## config.mk

```make
export PLATFORM = sky130hd
export DESIGN_NAME = addr_gen
export DESIGN_NICKNAME = d
export VERILOG_FILES = /design/src/hdl/addr_gen_pkg.sv /design/src/hdl/ea_adder.sv /design/src/hdl/addr_gen.sv
export SDC_FILE = /design/constraint.sdc
export NUM_CORES = 1
export LEC_CHECK = 0
export ABC_AREA = 0
export BUFFER_PORTS_ARGS = -buffer_cell sky130_fd_sc_hd__buf_2
export CAP_MARGIN = 20
export CORE_AREA = 2 2 304 306
export CTS_BUF_LIST = sky130_fd_sc_hd__clkbuf_8
export DETAILED_ROUTE_END_ITERATION = 7
export DIE_AREA = 0 0 306 308
export GPL_TIMING_DRIVEN = 0
export SYNTH_ARGS = -nofsm -noshare
export SYNTH_HDL_FRONTEND = slang
export SYNTH_SLANG_ARGS = --single-unit
```

## constraint.sdc

```tcl
create_clock -name clk -period 3.1 [get_ports clk]
set_input_delay 0.31 -clock clk [delete_from_list [all_inputs] [get_ports clk]]
set_output_delay 0.31 -clock clk [all_outputs]
set_load 0.02 [all_outputs]
```

## src/hdl/addr_gen_pkg.sv

```systemverilog
// Summary of operation
// - multi-byte data sits in consecutive bytes, least significant byte lowest
// - a word or dword address is the address of its lowest byte
// - paged memory uses fixed 4 Kbyte pages
// - with paging off the linear address goes out unchanged as physical
// - real mode linear address is selector shifted left four plus offset
// - protected mode linear address is segment base plus offset
// - defaults: code segment for fetches, stack for stack, data segment for data
// - code fetch and push/pop stack accesses ignore any override
// - string store destinations always use extra segment, no override
// - other data: frame or stack pointer base means stack segment, else data
// - an override replaces the default where allowed, any of six segments
// - all six segments may share base zero for a flat space
// - segment limits range from one byte to four gigabytes; addr_gen does not check limits
// - I/O space is 64 Kbytes, bypasses segmentation and paging
// - byte, halfword and word ports may be mixed freely
// - I/O accesses drive the memory/io select output low
// - port address from 8-bit immediate or port index, zero extended
// - effective address is base plus scaled index plus displacement
// - displacement is 8 or 32 bits, the 8-bit form sign extended
// - index may not be the stack pointer; scale is 1, 2, 4 or 8
// - base plus index together costs one extra clock, else none
`default_nettype none

package addr_gen_pkg;

    localparam int ADDR_W = 32;
    localparam int PORT_W = 16;
    localparam int SEL_W = 16;
    localparam int REAL_SHIFT = 4;
    localparam int PAGE_OFS_W = 12;
    localparam int GPR_W = 3;
    localparam logic [GPR_W-1:0] STACK_POINTER_IDX = 3'h4;
    localparam logic [GPR_W-1:0] FRAME_POINTER_IDX = 3'h5;
    localparam logic [PORT_W-1:0] RESERVED_PORT_LO = 16'h00F8;
    localparam logic [PORT_W-1:0] RESERVED_PORT_HI = 16'h00FF;
    localparam logic [ADDR_W-1:0] ADDR_ZERO = 32'h0000_0000;

    typedef enum logic [2:0] {
        SEG_EXTRA, SEG_CODE, SEG_STACK, SEG_DATA, SEG_AUX_ONE, SEG_AUX_TWO
    } seg_t;

    typedef enum logic [2:0] {
        REF_CODE, REF_STACK_PUSH, REF_STACK_POP, REF_STRING_DST, REF_DATA, REF_IO
    } ref_t;

    typedef enum logic [1:0] {DISP_NONE, DISP_8, DISP_32} disp_t;
    typedef enum logic [1:0] {SIZE_BYTE, SIZE_HALF, SIZE_WORD} size_t;

    typedef struct packed {
        ref_t kind;
        logic use_base;
        logic [GPR_W-1:0] base_idx;
        logic use_index;
        logic [GPR_W-1:0] index_idx;
        logic [1:0] scale_log2;
        disp_t disp_kind;
        logic [ADDR_W-1:0] disp;
        logic ovr_valid;
        seg_t ovr_seg;
        logic io_imm;
        logic [7:0] io_imm_port;
        size_t size;
    } req_t;

    typedef struct packed {
        logic [ADDR_W-1:0] phys;
        logic [ADDR_W-1:0] linear;
        logic [ADDR_W-1:0] offset;
        seg_t seg;
        logic mem_io_n;
        logic [3:0] byte_en;
        logic io_reserved;
    } resp_t;

endpackage : addr_gen_pkg

`default_nettype wire

```

## src/hdl/ea_adder.sv

```systemverilog
`default_nettype none

module ea_adder
    import addr_gen_pkg::*;
(
    input wire logic [addr_gen_pkg::ADDR_W-1:0] base_val, // base operand or zero
    input wire logic [addr_gen_pkg::ADDR_W-1:0] index_val, // index operand or zero
    input wire logic [1:0] scale_log2, // scale 1,2,4,8
    input wire logic [addr_gen_pkg::ADDR_W-1:0] disp_val, // already extended
    output logic [addr_gen_pkg::ADDR_W-1:0] sum // wrapping sum
);
    // shift-then-add, carries past bit 31 dropped
    always_comb begin
        sum = base_val + (index_val << scale_log2) + disp_val;
    end
endmodule : ea_adder

`default_nettype wire

```

## src/hdl/addr_gen.sv

```systemverilog
`default_nettype none

module addr_gen
    import addr_gen_pkg::*;
(
    input wire logic clk, // core clock
    input wire logic sys_rst, // async reset, active high
    input wire logic req_valid, // request present
    output logic req_ready, // request taken this cycle
    input wire addr_gen_pkg::req_t req, // request fields
    input wire logic [addr_gen_pkg::ADDR_W-1:0] gpr [8], // general registers
    input wire logic [addr_gen_pkg::ADDR_W-1:0] instr_ptr, // instruction pointer
    input wire logic [addr_gen_pkg::SEL_W-1:0] seg_sel [6], // selectors by seg_t
    input wire logic [addr_gen_pkg::ADDR_W-1:0] seg_base [6], // descriptor bases
    input wire logic protected_mode, // 1 = protected mode
    input wire logic paging_en, // paging unit on
    input wire logic [addr_gen_pkg::ADDR_W-1:0] page_frame, // frame from translator
    output logic resp_valid, // answer pulse
    output addr_gen_pkg::resp_t resp, // registered answer
    output logic index_fault // stack pointer used as index, pulse
);
    import addr_gen_pkg::*;

    // ======================================================
    // helpers
    function automatic logic [ADDR_W-1:0] ext_disp(input disp_t k, input logic [ADDR_W-1:0] d);
        case (k)
            DISP_8: ext_disp = {{(ADDR_W-8){d[7]}}, d[7:0]};
            DISP_32: ext_disp = d;
            default: ext_disp = ADDR_ZERO;
        endcase
    endfunction : ext_disp

    function automatic logic [3:0] lane_mask(input size_t s, input logic [1:0] a);
        logic [6:0] m;
        m = 7'h00;
        case (s)
            SIZE_HALF: m = 7'h03;
            SIZE_WORD: m = 7'h0F;
            default: m = 7'h01;
        endcase
        // lowest byte at the given address, higher bytes above it
        m = m << a;
        lane_mask = m[3:0];
    endfunction : lane_mask

    // ======================================================
    // segment choice
    seg_t seg_sel_w;
    always_comb begin
        seg_sel_w = SEG_DATA;
        case (req.kind)
            REF_CODE: seg_sel_w = SEG_CODE;
            REF_STACK_PUSH, REF_STACK_POP: seg_sel_w = SEG_STACK;
            REF_STRING_DST: seg_sel_w = SEG_EXTRA;
            REF_DATA: begin
                if (req.ovr_valid) begin
                    seg_sel_w = req.ovr_seg;
                end else if (req.use_base && (req.base_idx == FRAME_POINTER_IDX
                        || req.base_idx == STACK_POINTER_IDX)) begin
                    seg_sel_w = SEG_STACK;
                end else begin
                    seg_sel_w = SEG_DATA;
                end
            end
            default: seg_sel_w = SEG_DATA;
        endcase
    end

    // ======================================================
    // effective address
    logic [ADDR_W-1:0] base_w, index_w, disp_w, ea_w, off_w;
    logic bad_index_w;
    always_comb begin
        base_w = req.use_base ? gpr[req.base_idx] : ADDR_ZERO;
        index_w = req.use_index ? gpr[req.index_idx] : ADDR_ZERO;
        disp_w = ext_disp(req.disp_kind, req.disp);
        if (req.kind == REF_STRING_DST) begin
            // destination index register is the fixed base
            base_w = gpr[req.base_idx];
            index_w = ADDR_ZERO;
            disp_w = ADDR_ZERO;
        end
        bad_index_w = req.kind == REF_DATA && req.use_index
            && req.index_idx == STACK_POINTER_IDX;
    end

    ea_adder u_ea (
        .base_val(base_w),
        .index_val(index_w),
        .scale_log2(req.scale_log2),
        .disp_val(disp_w),
        .sum(ea_w)
    );

    always_comb begin
        off_w = (req.kind == REF_CODE) ? instr_ptr : ea_w;
    end

    // ======================================================
    // linear and physical
    logic [ADDR_W-1:0] lin_w, phys_w, port_w;
    always_comb begin
        if (protected_mode) begin
            // any bases accepted, overlap or all zero alike; limits not checked here
            lin_w = seg_base[seg_sel_w] + off_w;
        end else begin
            lin_w = ({{(ADDR_W-SEL_W){1'b0}}, seg_sel[seg_sel_w]} << REAL_SHIFT)
                + off_w;
        end
        if (paging_en) begin
            phys_w = {page_frame[ADDR_W-1:PAGE_OFS_W], lin_w[PAGE_OFS_W-1:0]};
        end else begin
            phys_w = lin_w;
        end
        if (req.io_imm) begin
            port_w = {{(ADDR_W-8){1'b0}}, req.io_imm_port};
        end else begin
            port_w = {{(ADDR_W-PORT_W){1'b0}}, gpr[req.base_idx][PORT_W-1:0]};
        end
    end

    // ======================================================
    // pipeline: base plus index takes a second cycle
    logic wait_q, wait_d;
    logic two_cycle_w;
    logic take_w;
    always_comb begin
        two_cycle_w = req.kind == REF_DATA && req.use_base && req.use_index;
        wait_d = 1'b0;
        if (req_valid && two_cycle_w && !wait_q) begin
            wait_d = 1'b1;
        end
        take_w = req_valid && (!two_cycle_w || wait_q);
        req_ready = take_w;
    end

    resp_t resp_d;
    logic resp_valid_d, fault_d;
    always_comb begin
        resp_d = resp;
        resp_valid_d = take_w;
        fault_d = take_w && bad_index_w;
        if (take_w) begin
            if (req.kind == REF_IO) begin
                // ports bypass segment and page logic
                resp_d.phys = port_w;
                resp_d.linear = port_w;
                resp_d.offset = port_w;
                resp_d.seg = SEG_DATA;
                resp_d.mem_io_n = 1'b0;
                resp_d.byte_en = lane_mask(req.size, port_w[1:0]);
                resp_d.io_reserved = port_w[PORT_W-1:0] >= RESERVED_PORT_LO
                    && port_w[PORT_W-1:0] <= RESERVED_PORT_HI;
            end else begin
                resp_d.phys = phys_w;
                resp_d.linear = lin_w;
                resp_d.offset = off_w;
                resp_d.seg = seg_sel_w;
                resp_d.mem_io_n = 1'b1;
                resp_d.byte_en = lane_mask(req.size, phys_w[1:0]);
                resp_d.io_reserved = 1'b0;
            end
        end
    end

    always_ff @(posedge clk or posedge sys_rst) begin
        if (sys_rst) begin
            wait_q <= 1'b0;
            resp_valid <= 1'b0;
            index_fault <= 1'b0;
            resp <= '{phys: ADDR_ZERO, linear: ADDR_ZERO, offset: ADDR_ZERO,
                seg: SEG_DATA, mem_io_n: 1'b1, byte_en: 4'h0, io_reserved: 1'b0};
        end else begin
            wait_q <= wait_d;
            resp_valid <= resp_valid_d;
            index_fault <= fault_d;
            resp <= resp_d;
        end
    end

    // ======================================================
    // checks: address space and port address
    AST_IO_LOW: assert property (@(posedge clk) disable iff (sys_rst)
        req_valid && req_ready && req.kind == REF_IO |=> !resp.mem_io_n)
        else $error("io access did not drive select low");
    AST_MEM_HIGH: assert property (@(posedge clk) disable iff (sys_rst)
        req_valid && req_ready && req.kind != REF_IO |=> resp.mem_io_n)
        else $error("memory access drove select low");
    AST_IO_IMM: assert property (@(posedge clk) disable iff (sys_rst)
        req_ready && req.kind == REF_IO && req.io_imm
        |=> resp.phys == ADDR_W'($past(req.io_imm_port)))
        else $error("immediate port address wrong");
    AST_IO_INDEX: assert property (@(posedge clk) disable iff (sys_rst)
        req_ready && req.kind == REF_IO && !req.io_imm
        |=> resp.phys == ADDR_W'($past(gpr[req.base_idx][PORT_W-1:0])))
        else $error("indexed port address wrong");
    AST_PORT_ZX: assert property (@(posedge clk) disable iff (sys_rst)
        req_ready && req.kind == REF_IO |=> resp.phys[ADDR_W-1:PORT_W] == '0)
        else $error("port address not zero extended");
    AST_IO_RSVD: assert property (@(posedge clk) disable iff (sys_rst)
        req_ready && req.kind == REF_IO && req.io_imm
        && req.io_imm_port >= RESERVED_PORT_LO[7:0] |=> resp.io_reserved)
        else $error("reserved port not flagged");
    AST_MEM_NOT_RSVD: assert property (@(posedge clk) disable iff (sys_rst)
        req_ready && req.kind != REF_IO |=> !resp.io_reserved)
        else $error("memory cycle flagged as reserved port");
    // ======================================================
    // checks: segment choice
    AST_CODE_SEG: assert property (@(posedge clk) disable iff (sys_rst)
        req_ready && req.kind == REF_CODE |=> resp.seg == SEG_CODE)
        else $error("code fetch not in code segment");
    AST_STACK_SEG: assert property (@(posedge clk) disable iff (sys_rst)
        req_ready && (req.kind == REF_STACK_PUSH || req.kind == REF_STACK_POP)
        |=> resp.seg == SEG_STACK)
        else $error("stack access not in stack segment");
    AST_STR_SEG: assert property (@(posedge clk) disable iff (sys_rst)
        req_ready && req.kind == REF_STRING_DST |=> resp.seg == SEG_EXTRA)
        else $error("string destination not in extra segment");
    AST_FRAME_SEG: assert property (@(posedge clk) disable iff (sys_rst)
        req_ready && req.kind == REF_DATA && !req.ovr_valid && req.use_base
        && req.base_idx == FRAME_POINTER_IDX |=> resp.seg == SEG_STACK)
        else $error("frame pointer base not in stack segment");
    AST_OVR_SEG: assert property (@(posedge clk) disable iff (sys_rst)
        req_ready && req.kind == REF_DATA && req.ovr_valid
        |=> resp.seg == $past(req.ovr_seg))
        else $error("override segment not used");
    // ======================================================
    // checks: offsets and faults
    AST_CODE_OFS: assert property (@(posedge clk) disable iff (sys_rst)
        req_ready && req.kind == REF_CODE |=> resp.offset == $past(instr_ptr))
        else $error("code fetch offset is not the instruction pointer");
    AST_STR_OFS: assert property (@(posedge clk) disable iff (sys_rst)
        req_ready && req.kind == REF_STRING_DST
        |=> resp.offset == $past(gpr[req.base_idx]))
        else $error("string destination offset wrong");
    AST_DISP8: assert property (@(posedge clk) disable iff (sys_rst)
        req_ready && req.kind == REF_DATA && !req.use_base && !req.use_index
        && req.disp_kind == DISP_8 |=> resp.offset[31:8] == {24{resp.offset[7]}})
        else $error("short displacement not sign extended");
    AST_INDEX_FAULT: assert property (@(posedge clk) disable iff (sys_rst)
        req_ready && req.kind == REF_DATA && req.use_index
        && req.index_idx == STACK_POINTER_IDX |=> index_fault)
        else $error("stack pointer index not flagged");
    AST_NO_FAULT: assert property (@(posedge clk) disable iff (sys_rst)
        !req_ready |=> !index_fault)
        else $error("index fault without a request");
    // ======================================================
    // checks: linear and physical
    AST_REAL_LIN: assert property (@(posedge clk) disable iff (sys_rst)
        req_ready && !protected_mode && req.kind != REF_IO
        |=> resp.linear == ((ADDR_W'($past(seg_sel[seg_sel_w])) << REAL_SHIFT)
        + resp.offset))
        else $error("real mode linear address wrong");
    AST_PROT_LIN: assert property (@(posedge clk) disable iff (sys_rst)
        req_ready && protected_mode && req.kind != REF_IO
        |=> resp.linear == $past(seg_base[seg_sel_w]) + resp.offset)
        else $error("protected mode linear address wrong");
    AST_FLAT: assert property (@(posedge clk) disable iff (sys_rst)
        req_ready && !paging_en && req.kind != REF_IO |=> resp.phys == resp.linear)
        else $error("physical differs from linear with paging off");
    AST_PAGED: assert property (@(posedge clk) disable iff (sys_rst)
        req_ready && paging_en && req.kind != REF_IO
        |=> resp.phys[PAGE_OFS_W-1:0] == resp.linear[PAGE_OFS_W-1:0])
        else $error("page offset not carried through");
    // ======================================================
    // checks: byte lanes
    AST_LANE_LOW: assert property (@(posedge clk) disable iff (sys_rst)
        req_ready |=> resp.byte_en[resp.phys[1:0]])
        else $error("lowest byte lane not enabled");
    AST_WORD_LANES: assert property (@(posedge clk) disable iff (sys_rst)
        req_ready && req.kind != REF_IO && req.size == SIZE_WORD
        && phys_w[1:0] == 2'h0 |=> resp.byte_en == 4'hF)
        else $error("aligned word lanes wrong");
    // ======================================================
    // checks: timing
    AST_EXTRA_CLK: assert property (@(posedge clk) disable iff (sys_rst)
        req_valid && !wait_q && req.kind == REF_DATA && req.use_base && req.use_index
        |-> !req_ready ##1 (!req_valid || req_ready))
        else $error("base plus index timing wrong");
    AST_SINGLE_CLK: assert property (@(posedge clk) disable iff (sys_rst)
        req_valid && !two_cycle_w |-> req_ready)
        else $error("single cycle request stalled");
    AST_RESP_PULSE: assert property (@(posedge clk) disable iff (sys_rst)
        req_ready |=> resp_valid)
        else $error("taken request gave no answer");
    AST_RESP_IDLE: assert property (@(posedge clk) disable iff (sys_rst)
        !req_ready |=> !resp_valid)
        else $error("answer without a request");
    AST_RESP_HOLD: assert property (@(posedge clk) disable iff (sys_rst)
        !req_ready |=> $stable(resp))
        else $error("answer changed between requests");

    // ======================================================
    // coverage
    COV_IO: cover property (@(posedge clk) disable iff (sys_rst) req_ready && req.kind == REF_IO);
    COV_TWO: cover property (@(posedge clk) disable iff (sys_rst) wait_q && req_ready);
    COV_OVR: cover property (@(posedge clk) disable iff (sys_rst)
        req_ready && req.kind == REF_DATA && req.ovr_valid);
    COV_PAGE: cover property (@(posedge clk) disable iff (sys_rst) req_ready && paging_en);
    COV_REAL: cover property (@(posedge clk) disable iff (sys_rst)
        req_ready && !protected_mode && req.kind == REF_DATA);
endmodule : addr_gen

`default_nettype wire

```

=== Word level (Yosys, flattened, before mapping) ===
Cells that the tools add are included.

* Output and inout bits: 108
* Logic and storage cells: 85
* Bits of input ports: 675
* Register bits: 108

* Add/sub/neg operators: 4
* Equality and inequality tests: 12
* Bitwise logic cells: 3
* Order comparisons: 5
* Mux-type cells: 32
* Shifts and indexed selects: 3
* Reduce and logical (&&, ||, !) cells: 16

{| class="wikitable"
|+ Operators with widths
! kind !! number
|-
| 2-to-1 mux 32 bit || 14
|-
| binary-select mux 32 bit (select 3 bit) || 3
|-
| 2-to-1 mux 105 bit || 1
|-
| adder 32 bit || 3
|-
| case mux 32 bit (2 select lines) || 1
|-
| binary-select mux 16 bit (select 3 bit) || 1
|-
| 2-to-1 mux 16 bit || 3
|-
| adder 20 x 32 -> 32 bit || 1
|-
| left shift 32 x 2 -> 32 bit || 1
|-
| 2-to-1 mux 7 bit || 4
|-
| greater-or-equal comparator 16 x 8 -> 1 bit (second input constant) || 1
|-
| less-or-equal comparator 16 x 8 -> 1 bit (second input constant) || 1
|-
| == test 3 bit (second input constant) || 5
|-
| left shift 7 x 2 -> 4 bit || 2
|-
| greater-or-equal comparator 4 bit (second input constant) || 3
|-
| inverter 3 -> 4 bit || 3
|-
| case mux 3 bit (4 select lines) || 1
|-
| logical AND 1 bit || 10
|-
| case mux 4 bit (2 select lines) || 1
|-
| == test 3 x 2 -> 1 bit (second input constant) || 2
|-
| == test 2 x 1 -> 1 bit (second input constant) || 2
|-
| == test 2 bit (second input constant) || 2
|-
| == test 3 x 1 -> 1 bit (second input constant) || 1
|-
| zero test 3 bit || 1
|-
| 5 further kinds || 8
|}

=== Longest topological paths before layout ===
* Depth after elaboration: 15
* Mapped depth: 36
* Depth with buffers taken out: 34

=== Cells and area by module ===
A second synthesis with hierarchy kept.

* Cell total of the unflattened synthesis: 2138
* Area, all modules: 17463.0 µm²

{| class="wikitable"
|+ Modules (own cells, without submodules)
! module !! area each (µm²) !! seq. area each (µm²) !! cells an instance !! instances
|-
| addr_gen || 14378.8 || 2406.1 || 1812 || 1
|-
| ea_adder || 3084.2 || 0.0 || 326 || 1
|}

=== Least setup slack after synthesis ===
OpenSTA, ideal clock, no wires.

* Path type: input to register
* From: input port req[51] in the netlist's numbering
* To: register resp[72] in the netlist's numbering
* Cell stages on the path: 34
* Slack: -4.421 ns
* Data arrival time: 7.426 ns
* Buffers on the path: 3
* Required time: 3.004 ns
* Library setup time: 0.096 ns
* Cell sequence: buf_2 clkbuf_1 buf_1 mux4_2 mux2i_1 nor3_1 a21oi_1 or2_2 fa_1 inv_1 ha_1 inv_1 fa_1 nor2b_1 o2111a_1 or2_2 nand2_1 nand2_1 a21o_1 xnor2_1 a21oi_1 ha_1 a211o_1 a211oi_1 o21ai_1 a211o_1 o221ai_1 a21boi_1 o41a_4 a22oi_2 mux2_1 and2_1 xnor2_1 o31ai_1

* Longest elaborated chain between the ends: 13
* Elaborated cells between the ends (all ways): 14
* Those cells by class: add/sub (4); shift (1); mux (8); bitwise (1)

{| class="wikitable"
|+ RTL lines
! element !! line !! RTL
|-
| from (decl) || addr_gen.sv:10 || <nowiki>input wire addr_gen_pkg::req_t req,</nowiki>
|-
| inverter 3 -> 4 bit (not written as such) (*) || addr_gen.sv:76 || <nowiki>index_w = req.use_index ? gpr[req.index_idx] : ADDR_ZERO;</nowiki>
|-
| binary-select mux 32 bit (select 3 bit) (*) || addr_gen.sv:76 ||
|-
| 2-to-1 mux 32 bit (not written as such) (*) (2 in a row) || addr_gen.sv:76 ||
|-
| 2-to-1 mux 32 bit (*) || addr_gen.sv:76 ||
|-
| 2-to-1 mux 32 bit (*) || addr_gen.sv:78 || <nowiki>if (req.kind == REF_STRING_DST) begin</nowiki>
|-
| left shift 32 x 2 -> 32 bit (*) || ea_adder.sv:14 || <nowiki>sum = base_val + (index_val << scale_log2) + disp_val;</nowiki>
|-
| adder 32 bit (*) (2 in a row) || ea_adder.sv:14 ||
|-
| 2-to-1 mux 32 bit (*) || addr_gen.sv:97 || <nowiki>off_w = (req.kind == REF_CODE) ? instr_ptr : ea_w;</nowiki>
|-
| adder 20 x 32 -> 32 bit or adder 32 bit (tied branches) || addr_gen.sv:109, addr_gen.sv:106 ||
|-
| 2-to-1 mux 32 bit (*) || addr_gen.sv:104 || <nowiki>if (protected_mode) begin</nowiki>
|-
| 2-to-1 mux 105 bit (*) || addr_gen.sv:145 || <nowiki>if (req.kind == REF_IO) begin</nowiki>
|-
| to (signal assigned) || addr_gen.sv:172 || <nowiki>resp <= '{phys: ADDR_ZERO, linear: ADDR_ZERO, offset: ADDR_ZERO,</nowiki>
|-
| to (signal assigned) || addr_gen.sv:178 || <nowiki>resp <= resp_d;</nowiki>
|-
| to (decl) || addr_gen.sv:19 || <nowiki>output addr_gen_pkg::resp_t resp,</nowiki>
|}

Every way passes the cells marked *; elsewhere a longest branch is shown, timed or not. The select of a mux whose other input is x is not followed.
A chain may end at the register's enable or synchronous reset.

=== Final worst setup path ===
* From: input port req[51] in the netlist's numbering
* To: register resp[102] in the netlist's numbering

* Longest elaborated chain between the ends: 14
* Elaborated cells between the ends (all ways): 15
* Those cells by class: add/sub (4); shift (1); mux (9); bitwise (1)

{| class="wikitable"
|+ RTL lines
! element !! line !! RTL
|-
| inverter 3 -> 4 bit (not written as such) (*) || addr_gen.sv:76 ||
|-
| binary-select mux 32 bit (select 3 bit) (*) || addr_gen.sv:76 ||
|-
| 2-to-1 mux 32 bit (not written as such) (*) (2 in a row) || addr_gen.sv:76 ||
|-
| 2-to-1 mux 32 bit (*) || addr_gen.sv:76 ||
|-
| 2-to-1 mux 32 bit (*) || addr_gen.sv:78 ||
|-
| left shift 32 x 2 -> 32 bit (*) || ea_adder.sv:14 ||
|-
| adder 32 bit (*) (2 in a row) || ea_adder.sv:14 ||
|-
| 2-to-1 mux 32 bit (*) || addr_gen.sv:97 ||
|-
| adder 20 x 32 -> 32 bit or adder 32 bit (tied branches) || addr_gen.sv:109, addr_gen.sv:106 ||
|-
| 2-to-1 mux 32 bit (*) || addr_gen.sv:104 ||
|-
| 2-to-1 mux 32 bit (*) || addr_gen.sv:111 || <nowiki>if (paging_en) begin</nowiki>
|-
| 2-to-1 mux 105 bit (*) || addr_gen.sv:145 ||
|}

Marks and branches as above.

==> impl_metrics.csv <==
group,metric,value,unit
critical_path,max_stage_delay,560,ps
die,die_area,94200,sq um
timing,setup_violations,86,
cells_and_area,layout-drive-gt1-share,0.492,
die,die_w,306,um
synthesis,synthCells,2201,
timing,rsz0062_at_grt,"true",
run_status,failed_checks,"setup timing",
synthesis,synth_top_family_by_area,"multiplexers",
critical_path,cp.arrival,7280,ps
power_and_ir_drop,p_leak,0.0121,uW
die,die_y,308,um
synthesis,ys.flop_type,"dfrtp_1",
timing,tightest_slew,1080,ps
global_route,overflow,0,
timing,layout_min_cycle_time,7040,ps
timing,max_slew_margin,0.276,
cells_and_area,final_area,26900,sq um
critical_path,critPathLaunchType,"primary input",
power_and_ir_drop,clkPwrFrac,0.057,
die,io_pins,783,
critical_path,critPathTopFamily,"compound AO/OA/AOI/OAI gates",
placement,place_congestion,1.01,
critical_path,path_buf_inv,6,
critical_path,crit_top_cell,"nand2_1",
power_and_ir_drop,power_frac_comb,0.815,
cts,clock_sinks,96,
synthesis,yosys_warnings,0,
cts,numCtsBuffers,9,
power_and_ir_drop,ir_drop,0.290,mV
detailed_routing,dr_wl_met3,11100,um
synthesis,synthArstFlopShare,1.00,
timing,fin_tns_setup,-203470,ps
critical_path,cp_max_fo,7,
synthesis,synth_fa_ha_area_frac,0.0953,
cells_and_area,finalNetCount,3888,
detailed_routing,drtAntennaViolNets,0,
detailed_routing,top_layer_used,"met5",
timing,slew_violations,0,
detailed_routing,wl,112000,um
critical_path,r2r_setup_slack,120,ps
placement,post-dp-hpwl,96800,um
run_status,status,"finished, violations left",
synthesis,synth_xor_area_frac,0.0370,
synthesis,synthSimpleGateAreaFrac,0.222,
synthesis,synth_fp_nets,2989,
global_route,antenna_found_initial,57,
synthesis,synthMuxAreaShare,0.264,
die,core,91000,sq um
detailed_routing,firstDrtPassIters,6,
detailed_routing,wl_met1,48500,um
placement,io_buffers,763,
timing,fmax,142,MHz
die,start_util,0.193,
detailed_routing,met2_length,49600,um
timing,hold_violations,0,
synthesis,synth.avg_cell_area,7.96,sq um
timing,final.period_utilization,2.27,
critical_path,critical_path_class,"in2reg",
timing,skew,11.7,ps
power_and_ir_drop,netSwitchingFraction,0.519,
run,cap_violations,0,
detailed_routing,vias,22200,
cts,clkTransAtPathRegs,100,ps
synthesis,ys_top_cells_by_area,"mux4_2 17%, dfrtp_1 13%, nand2_1 8.2%",
cts,root_buffer,"clkbuf_8",
critical_path,slowest_stage,"fa_1",
cts,clock_latency,390,ps
cts,htreeDepth,3,
cts,cts.path.max_buffers,2,
min_path,hold_path_class,"in2reg",
critical_path,crit_required,3340,ps
synthesis,synth-compound-area-share,0.183,
synthesis,ys_seq_area_frac,0.137,
cells_and_area,synthToLayoutAreaGrowth,53.8,%
global_route,track_usage,0.224,
synthesis,ys_ff_latch,96,
cells_and_area,fillers,9863,
power_and_ir_drop,switching_power,8100,uW
die,num_rows,111,
synthesis,synth_edf_count,0,
synthesis,yosysTopAreaCell,"mux4_2",
power_and_ir_drop,pwr-share-seq,0.128,
global_route,grt_pass1_vias,21100,
placement,placed_area,23600,sq um
power_and_ir_drop,p_int,7510,uW
global_route,grt_pass1_wl,152000,um
synthesis,syn_area,17500,sq um
cts,cts_tree,"built",
synthesis,synth_cell_type_count,90,
synthesis,synth_top_area_frac,0.166,
timing,worst_slack,-3940,ps
detailed_routing,routedWlPerCell,26.0,um
power_and_ir_drop,power_density,579,nW/um^2
detailed_routing,viasPerCell,5.16,
global_route,grt_max_degree,71,
critical_path,cp-end-kind,"flip-flop",
detailed_routing,drt_iter0_drc,2357,
detailed_routing,drcViolationCount,0,
-- synthesized netlist by cell type (18+ instances only) --
| cell type | number |
|---|---|
| a21o_1 | 33 |
| a21oi_1 | 146 |
| buf_1 | 35 |
| buf_4 | 18 |
| clkbuf_1 | 111 |
| dfrtp_1 | 93 |
| fa_1 | 34 |
| ha_1 | 79 |
| inv_1 | 88 |
| mux2_2 | 62 |
| mux2i_1 | 100 |
| mux4_2 | 129 |
| nand2_1 | 381 |
| nand2b_1 | 20 |
| nand3_1 | 167 |
| nor2_1 | 126 |
| nor3_1 | 59 |
| o21ai_0 | 151 |
| o31ai_1 | 18 |
| or3_1 | 26 |
| xnor2_1 | 44 |
| xor2_1 | 30 |
-- area by class of cell --
| type | instances | area (sq um) | area share |
|---|---|---|---|
| flip-flops and latches | 96 | 2410 | 0.0893 |
| repair buffers | 892 | 4980 | 0.185 |
| clock inverters | 6 | 67.6 | 0.00251 |
| inverters | 90 | 340 | 0.0126 |
| diodes | 11 | 27.5 | 0.00102 |
| multi-input cells | 1839 | 16400 | 0.607 |
| clock buffers | 10 | 138 | 0.00511 |
| plain buffers | 172 | 1140 | 0.0422 |
| well taps | 1186 | 1480 | 0.0551 |
-- cell usage in the layout (no fill, tap or decap), types with 19 or more instances in the layout --
master	count
a21o_1	32
a21oi_1	78
a21oi_2	62
buf_2	770
buf_4	119
buf_6	33
clkbuf_1	76
dfrtp_1	93
fa_1	32
ha_1	48
ha_4	24
inv_1	82
mux2_2	53
mux2i_1	68
mux2i_4	26
mux4_2	129
nand2_1	375
nand2b_1	19
nand3_1	166
nor2_1	98
nor3_1	41
o21ai_0	79
o21ai_1	44
o21ai_2	25
or3_1	26
xnor2_1	31
xor2_1	20
-- final timing paths --
kind | from | endpoint | cells after the start
hold / removal | req_valid | wait_q$_DFF_PP0_ | 3
max in group asynchronous | sys_rst | resp[6]$_DFFE_PP1P_ | 4
hold reg to reg | resp[71]$_DFFE_PP0P_ | resp[71]$_DFFE_PP0P_ | 2
setup reg to reg | wait_q$_DFF_PP0_ | resp[75]$_DFFE_PP0P_ | 6
min in group asynchronous | sys_rst | index_fault$_DFF_PP0_ | 3
setup / recovery | req[51] | resp[102]$_DFFE_PP0P_ | 35
-- per-layer routing --
layer / vias up / global-route usage
met2: 1202 / 0.345
met5: - / 0
li1: 9870 / -
met4: 58 / 0.0464
met1: 10900 / 0.314
met3: 165 / 0.0578
-- timing repair --
item | in CTS | in global routing
hold endpoints to repair | 25 | 0
resized for setup | 346 | 153
hold buffers | 1 | 0
pin swaps | 139 | 99
setup buffers | 80 | 41
setup endpoints to repair | 88 | 87
-- metrics by stage --
step / cells / hold slack (ps) / utilization / setup WS [ps] / total power (uW)
CTS: 4251 / 134 / 0.286 / -3840 / 14500
finish: 4302 / 158 / 0.296 / -3940 / 15600
global route: 4294 / 145 / 0.296 / -4140 / 16500
floorplan: 2201 / 416 / - / -3380 / 8140
detailed placement: 4159 / 354 / 0.259 / -5990 / 11700
global placement: 4150 / 456 / 0.258 / -6010 / 11600
-- flip-flops by register name (all words and copies together), names as in the netlist --
| name | flops |
|---|---|
| index_fault | 1 |
| resp | 93 |
| resp_valid | 1 |
| wait_q | 1 |
-- power groups by stage --
stage / clock network [uW] / registers [uW] / logic [uW]
2_1_floorplan: 0 / 2460 / 5680
3_3_place_gp: 0 / 2020 / 9630
3_5_place_dp: 0 / 2030 / 9710
4_1_cts: 895 / 2000 / 11600
5_1_grt: 951 / 2050 / 13500
6_report: 885 / 2000 / 12700
-- cells by family after synthesis --
family / after synthesis
flops: 96
mux: 292
fa+ha+maj: 113
compound gates: 501
buf+inv: 266
simple gates: 859
xor+xnor: 74
-- worst register-to-register path: cells and delay by family (launching register included) --
family / cells / cell delay, ps
AND/OR/NAND/NOR: 4 / 1660
buffers and inverters: 1 / 540
AO/OA/AOI/OAI: 1 / 230
flip-flops: 1 / 500
Power figures use the tool's default switching activity.
